<file path="src/include/asr_pkg.sv">
// Constants for the angle speed, turn count and frame sync readout registers
package asr_pkg;
    // Register offsets on the serial register port
    localparam logic [5:0] SPEED_OFFSET = 6'h03;
    localparam logic [5:0] TURN_OFFSET = 6'h04;
    localparam logic [5:0] SYNC_OFFSET = 6'h05;
    // Field positions
    localparam int NEW_FLAG_BIT = 15;
    localparam int SPEED_MSB = 14;
    localparam int FRAME_LSB = 9;
    localparam int TURN_MSB = 8;
    localparam int TEMP_MSB = 8;
    // Reset values
    localparam logic [15:0] SPEED_RESET = 16'h8000;
    localparam logic [15:0] TURN_RESET = 16'h8000;
    localparam logic [15:0] SYNC_RESET = 16'h0000;
    // Internal processing clock and update periods
    localparam real PROC_CLK_KHZ = 750.0;
    localparam real SYS_CLK_MHZ = 40.0;
    localparam int PROC_DIV = int'(SYS_CLK_MHZ * 1000.0 / PROC_CLK_KHZ);
    localparam real UPD_US_01 = 42.7;
    localparam real UPD_US_10 = 85.3;
    localparam real UPD_US_11 = 170.6;
    // Sub-counter maxima per update-rate code
    localparam logic [7:0] SUB_MAX_00 = 8'h10;
    localparam logic [7:0] SUB_MAX_01 = 8'h20;
    localparam logic [7:0] SUB_MAX_10 = 8'h40;
    localparam logic [7:0] SUB_MAX_11 = 8'h80;
    // Temperature saturation limits in digits (host offset 152, 2.776 dig/C)
    localparam logic signed [8:0] TEMP_LOW = -9'sd235;
    localparam logic signed [8:0] TEMP_HIGH = 9'sd236;
endpackage

</file>
<file path="src/design/asr_readout.sv">
// Speed, turn count, frame counter and temperature readout registers
//
// Behaviour
// - Speed fresh flag bit 15 set on new result, cleared by any read.
// - After snapshot following a read, flag stays clear unless newer speed.
// - Speed is signed 15 bits in 14:0, bit 14 gives direction.
// - Unpredicted speed is current angle minus angle two updates earlier.
// - Predicted speed is predicted angle minus unpredicted angle two updates back.
// - Turn fresh flag bit 15 set on new count, cleared by any read.
// - After snapshot following a read, turn flag clear unless newer count.
// - Unsigned 6-bit frame counter in 14:9 advances every update period.
// - Signed 9-bit turn count: +1 at 360-to-0 wrap, -1 at 0-to-360.
// - Sub-counter in 15:9 advances each 750 kHz internal cycle.
// - Sub-counter maximum is 16, 32, 64 or 128 by update-rate code.
// - Temperature signed 9 bits in 8:0, saturated near -30 and +140 C.
// - Temperature derived from raw measurement and stored 25 C offset.
// - Update periods 42.7, 85.3, 170.6 us for codes 01, 10, 11.
`timescale 1ns/1ps
module asr_readout #(
    parameter int ANGLE_W = 15,
    parameter int SUB_W = 8
) (
    // Clock and reset
    input wire logic sys_clk,
    input wire logic rst_n,
    // Angle source from the processing unit
    input wire logic angleValid,
    input wire logic [14:0] angleRaw,
    input wire logic [14:0] anglePredicted,
    input wire logic predictEnable,
    // Temperature source
    input wire logic [8:0] tempRaw,
    input wire logic [8:0] offsetTemperature25c,
    // Configuration
    input wire logic [1:0] updateRateSelect,
    // Register read port
    input wire logic regRead,
    input wire logic [5:0] regAddr,
    input wire logic snapshot,
    input wire logic snapRead,
    output logic [15:0] regRdata,
    output logic regRvalid
);
    initial begin
        if (ANGLE_W != 15 || SUB_W != 8) begin
            $error("asr_readout supports ANGLE_W 15 and SUB_W 8 only");
        end
    end

    // Wrapping angle difference; the 15-bit two's complement result carries the direction
    function automatic logic [14:0] angleDiff(input logic [14:0] a, input logic [14:0] b);
        angleDiff = a - b;
    endfunction

    logic [14:0] anglePrev1Reg;
    logic [14:0] anglePrev2Reg;
    logic [14:0] speedReg;
    logic speedFlagReg;
    logic [8:0] turnReg;
    logic turnFlagReg;
    logic [5:0] frameReg;
    logic [7:0] subReg;
    logic [5:0] divReg;
    logic [8:0] tempReg;
    logic [15:0] snapSpeedReg;
    logic [15:0] snapTurnReg;
    logic [15:0] snapSyncReg;
    logic [15:0] regRdataReg;
    logic regRvalidReg;

    // Speed difference, direction in bit 14 of the two's complement result
    wire logic [14:0] speedNext = predictEnable ? angleDiff(anglePredicted, anglePrev2Reg)
                                               : angleDiff(angleRaw, anglePrev2Reg);
    // Wrap detection: top two angle bits go from 11 to 00 (ccw) or 00 to 11 (cw)
    wire logic wrapCcw = angleValid && anglePrev1Reg[14:13] == 2'b11 && angleRaw[14:13] == 2'b00;
    wire logic wrapCw = angleValid && anglePrev1Reg[14:13] == 2'b00 && angleRaw[14:13] == 2'b11;
    wire logic [8:0] turnNext = wrapCcw ? turnReg + 9'h001 :
                                wrapCw ? turnReg - 9'h001 : turnReg;
    // Sub-counter maximum selected by update rate
    wire logic [7:0] subMax = (updateRateSelect == 2'b00) ? asr_pkg::SUB_MAX_00 :
                              (updateRateSelect == 2'b01) ? asr_pkg::SUB_MAX_01 :
                              (updateRateSelect == 2'b10) ? asr_pkg::SUB_MAX_10 :
                              asr_pkg::SUB_MAX_11;
    wire logic procTick = divReg == 6'(asr_pkg::PROC_DIV - 1);
    wire logic frameEnd = procTick && subReg >= subMax;
    // Offset compensated temperature, clamped to the saturation window
    wire logic signed [9:0] tempSum = $signed({tempRaw[8], tempRaw}) -
                                      $signed({offsetTemperature25c[8], offsetTemperature25c});
    wire logic [8:0] tempNext = (tempSum < 10'(asr_pkg::TEMP_LOW)) ? asr_pkg::TEMP_LOW :
                                (tempSum > 10'(asr_pkg::TEMP_HIGH)) ? asr_pkg::TEMP_HIGH :
                                tempSum[8:0];
    // Live register views
    wire logic [15:0] speedView = {speedFlagReg, speedReg};
    wire logic [15:0] turnView = {turnFlagReg, frameReg, turnReg};
    wire logic [15:0] syncView = {subReg[6:0], tempReg};
    wire logic hitSpeed = regRead && regAddr == asr_pkg::SPEED_OFFSET;
    wire logic hitTurn = regRead && regAddr == asr_pkg::TURN_OFFSET;
    wire logic hitSync = regRead && regAddr == asr_pkg::SYNC_OFFSET;
    wire logic [15:0] liveData = hitSpeed ? speedView : hitTurn ? turnView :
                                 hitSync ? syncView : 16'h0000;
    wire logic [15:0] snapData = hitSpeed ? snapSpeedReg : hitTurn ? snapTurnReg :
                                 hitSync ? snapSyncReg : 16'h0000;

    // Angle history and speed result, one entry per update
    always_ff @(posedge sys_clk) begin
        if (!rst_n) begin
            anglePrev1Reg <= 15'h0000;
            anglePrev2Reg <= 15'h0000;
            speedReg <= 15'h0000;
            turnReg <= 9'h000;
        end else if (angleValid) begin
            anglePrev1Reg <= angleRaw;
            anglePrev2Reg <= anglePrev1Reg;
            speedReg <= speedNext;
            turnReg <= turnNext;
        end
    end

    // Fresh flags: a new value wins over a clear in the same cycle. A snapshot copies
    // the flag and then clears it, so the following read only sees 1 for newer data.
    always_ff @(posedge sys_clk) begin
        if (!rst_n) begin
            speedFlagReg <= asr_pkg::SPEED_RESET[asr_pkg::NEW_FLAG_BIT];
            turnFlagReg <= asr_pkg::TURN_RESET[asr_pkg::NEW_FLAG_BIT];
        end else begin
            if (angleValid) begin
                speedFlagReg <= 1'b1;
            end else if (hitSpeed || snapshot) begin
                speedFlagReg <= 1'b0;
            end
            if (wrapCcw || wrapCw) begin
                turnFlagReg <= 1'b1;
            end else if (hitTurn || snapshot) begin
                turnFlagReg <= 1'b0;
            end
        end
    end

    // Snapshot buffer; its flags clear when the buffered copy is read
    always_ff @(posedge sys_clk) begin
        if (!rst_n) begin
            snapSpeedReg <= 16'h0000;
            snapTurnReg <= 16'h0000;
            snapSyncReg <= asr_pkg::SYNC_RESET;
        end else if (snapshot) begin
            snapSpeedReg <= speedView;
            snapTurnReg <= turnView;
            snapSyncReg <= syncView;
        end else if (snapRead) begin
            if (hitSpeed) begin
                snapSpeedReg[asr_pkg::NEW_FLAG_BIT] <= 1'b0;
            end
            if (hitTurn) begin
                snapTurnReg[asr_pkg::NEW_FLAG_BIT] <= 1'b0;
            end
        end
    end

    // 750 kHz tick, frame sub-counter and frame counter
    always_ff @(posedge sys_clk) begin
        if (!rst_n) begin
            divReg <= 6'h00;
            subReg <= 8'h00;
            frameReg <= 6'h00;
            tempReg <= 9'h000;
        end else begin
            divReg <= procTick ? 6'h00 : divReg + 6'h01;
            if (frameEnd) begin
                subReg <= 8'h00;
                frameReg <= frameReg + 6'h01;
                tempReg <= tempNext;
            end else if (procTick) begin
                subReg <= subReg + 8'h01;
            end
        end
    end

    // Read data is registered; unmapped offsets read zero
    always_ff @(posedge sys_clk) begin
        if (!rst_n) begin
            regRdataReg <= 16'h0000;
            regRvalidReg <= 1'b0;
        end else begin
            regRdataReg <= snapRead ? snapData : liveData;
            regRvalidReg <= regRead;
        end
    end

    assign regRdata = regRdataReg;
    assign regRvalid = regRvalidReg;
endmodule

</file>
<file path="config.mk">
export PLATFORM = sky130hd
export DESIGN_NAME = asr_readout
export DESIGN_NICKNAME = d
export VERILOG_FILES = /design/src/include/asr_pkg.sv /design/src/design/asr_readout.sv
export SDC_FILE = /design/constraint.sdc
export NUM_CORES = 1
export LEC_CHECK = 0
export ABC_CLOCK_PERIOD_IN_PS = 3400
export BUFFER_PORTS_ARGS = -buffer_cell sky130_fd_sc_hd__buf_2
export CAP_MARGIN = 20
export CORE_UTILIZATION = 25
export CTS_CLUSTER_DIAMETER = 30
export DETAILED_ROUTE_END_ITERATION = 8
export GPL_TIMING_DRIVEN = 0
export PLACE_DENSITY = 0.4
export REMOVE_ABC_BUFFERS = 1
export SLEW_MARGIN = 20
export SYNTH_ARGS = -nofsm -noshare
export SYNTH_HDL_FRONTEND = slang
export SYNTH_SLANG_ARGS = --single-unit
</file>
<file path="constraint.sdc">
create_clock -name sys_clk -period 3.4 [get_ports sys_clk]
set_clock_uncertainty 0.05 [all_clocks]
set_input_delay 0.17 -clock sys_clk [delete_from_list [all_inputs] [get_ports sys_clk]]
set_output_delay 0.17 -clock sys_clk [all_outputs]
set_load 0.02 [all_outputs]
</file>
==> flow_summary.ini <==
[min_path]
hold_start = angleRaw[14]
min_path_cells = 3
hold_class = input port to register

[logic_synthesis]
synth_warnings = 0
ys_seq_area_frac = 0.3774
synthMuxAreaShare = 0.1956
syn_area_per_cell_sq_um = 9.764
synth_top_area_frac = 0.3774
yosys.area_share.simple = 0.1697
synth_compound_area_frac = 0.09937
netlist_area_sq_um = 7958
synth_area_leaders = dfxtp_1 38%, mux2i_1 13%, nor2b_1 7.5%
synth-edff-count = 0
synth_seq_cells = 150
synthXorXnorAreaFrac = 0.04403
ys_types = 62
synth_top_area_cell = dfxtp_1
postSynthCellCount = 815
ys_async_sr_fraction = 0
synth_top_family_by_area = multiplexers
synth_ff_type = dfxtp_1
synth_fa_ha_area_frac = 0.06887

[power_and_ir_drop]
p_int_w = 0.003170
p_total_w = 0.004384
p_switching_w = 0.001214
seqPwrFrac = 0.425
p_leak_nw = 3.967
p_sw_frac = 0.2769
combPwrFrac = 0.143
peakVddDrop_uv = 242.2
p_per_area_nw_per_um2 = 460.5
clockPowerShare = 0.432

[clock_tree]
cts_tree = done
cts_made_buffers = 17
clock-sinks = 150
clk_latency_ps = 430
post_cts_buffers = 0
clock_path_buffers = 2
clk_pin_slew_ps = 70
clockRootBuffer = clkbuf_16
htreeDepth = 4

[worst_setup_path]
start_kind = register
endpoint_kind = register
path_class = register to register
reg2regPathDepth = 12
cp-startpoint = anglePrev1Reg[14]$_SDFFE_PN0P_
worstPathArrival_ps = 3360
r2r_start = anglePrev1Reg[14]$_SDFFE_PN0P_
crit_path_max_incr_delay_ps = 460
cp_cell_sequence = nand2_1 > nor3_2 > nand2_2 > fa_1 > a21o_1 > a21oi_1 > nor2b_1 > o21a_1 > o41ai_1 > xor2_1 > or3_1 > a21boi_0
path_max_fanout = 9
worstPathRequired_ps = 3700
cp_slowest_cell = fa_1

[cells_and_area]
nNetsFinal = 994
area_delta_synth_final_pct = 19.62
antennaDiodeCount = 0
fillers = 3273
final_common_cell = dfxtp_1
final_core_util = 0.3072
final_design_area_no_fill_sq_um = 9519
final_cell_mix = 150 x dfxtp_1, 106 x mux2i_1, 95 x nor2b_1
drive_gt1_frac = 0.1729
stdcell_count = 1298

[grt]
grt_pass1_wl_um = 29590
antenna_found_initial = 0
track_usage = 0.1128
grt-ovfl-total = 0
grt_pass1_vias = 5710
grt_max_degree = 81

[drt]
ant_nets = 0
routed_via_density = 4.357
wl_per_cell_um = 13.55
firstDrtPassIters = 4
routed_wl_um = 17580
via_count = 5655
route.detailed.drc = 0
drtIter0Drc = 219

[job]
maxCapViolCount = 0

[sta]
tns_ps = 0
fmax_mhz = 327.3
rsz0062_at_grt = no
timing.slew.headroom = 0.3172
hold_viol = 0
fin_crit_ps = 3055
slew_viol_final = 0
setup_viol = 0
worst_pin_slew_ps = 1019
min_period_over_period = 0.8985

[place]
gp_congestion = 0.7230
dp_cells = 1252
dpl.hpwl_um = 12160
placement.io_buffers = 79
place_area_sq_um = 8788

[die]
die_w_um = 180.4
ios = 80
die-height_um = 180.4
core_region_area_sq_um = 30990
rows = 64
start_util = 0.2568
dieArea_sq_um = 32550

[run_status]
outcome = finished clean
-- kinds of logic (layout without fill, tap and decap cells) --
group,after synthesis,in the layout
flops,150,150
fa+ha+maj,42,42
mux,134,134
simple gates,238,238
buf+inv,94,181
xor+xnor,40,40
compound gates,117,117
-- registers in the layout (all words and copies together) (netlist names) --
name,cells
anglePrev1Reg,15
anglePrev2Reg,15
divReg,6
frameReg,6
regRdata,16
regRvalid,1
snapSpeedReg,16
snapSyncReg,16
snapTurnReg,16
speedFlagReg,1
speedReg,15
subReg,8
tempReg,9
turnFlagReg,1
turnReg,9
-- stage by stage --
stage          hold WS [ps]  setup slack (ps)
2_1_floorplan         204.2             590.3
3_3_place_gp          398.2            -880.4
3_5_place_dp          401.1             76.46
4_1_cts               35.39             46.24
5_1_grt               83.75             19.01
6_report              59.04             345.1
-- layout make-up --
class,count,area (sq um),area share
multi-input combinational,571,4607,0.4840
sequential,150,3003,0.3155
timing repair buffer,96,631.9,0.06638
tap,396,495.5,0.05205
clock buffer,17,425.4,0.04469
inverter,53,198.9,0.02090
clock inverter,15,157.7,0.01656
-- per-layer routing --
metal / global-route usage / up-vias / wire (um)
li1: - / 2984 / -
met1: 0.1522 / 2578 / 9199
met2: 0.1798 / 82 / 7772
met3: 0.02223 / 11 / 430
met4: 0.03590 / 0 / 180
met5: 0 / - / 0
-- power by group through the flow --
stage	Clock, W	Combinational [W]	Sequential, W
3_5_place_dp	0	0.000625	0.00190
6_report	0.00189	0.000627	0.00186
2_1_floorplan	0	0.000421	0.00189
3_3_place_gp	0	0.000620	0.00190
5_1_grt	0.00204	0.000712	0.00187
4_1_cts	0.00197	0.000641	0.00186
-- path summary, 6_finish.rpt --
path	to	slack, ps
min reg2reg	divReg[0]$_SDFF_PP0_	430
max	turnReg[8]$_SDFFE_PN0P_	350
max reg2reg	turnReg[8]$_SDFFE_PN0P_	350
min	anglePrev1Reg[14]$_SDFFE_PN0P_	60
-- worst max-delay path: cells and delay by family, from the launching register on --
kind / cells / cell delay [ps]
compound gates: 5 / 1080
xor+xnor: 1 / 120
fa+ha+maj: 1 / 460
flops: 1 / 380
simple gates: 5 / 900
-- cell usage after synthesis, drive strengths merged (2+ instances only) --
library cell / number
o21ai: 25
mux2: 12
a21o: 8
a211oi: 2
xnor2: 22
mux2i: 106
xor2: 18
nand3b: 3
o21a: 11
nor2b: 96
a21oi: 24
o41ai: 2
ha: 39
o31a: 2
nor3: 7
inv: 53
clkbuf: 31
o311ai: 3
buf: 10
and3: 4
a2111oi: 2
or2: 2
nand3: 11
a21boi: 3
o211a: 3
o31ai: 4
a31oi: 5
mux4: 16
and2: 34
nor2: 29
o22ai: 16
nand2b: 6
dfxtp: 150
or3: 3
fa: 3
nand4: 5
and4: 2
nand2: 30
-- timing repair --
item                       CTS  global route
resized for setup            0             2
setup endpoints to repair    0             1
hold buffers                14             0
hold endpoints to repair    14             0
(Power assumes the default switching activity.)
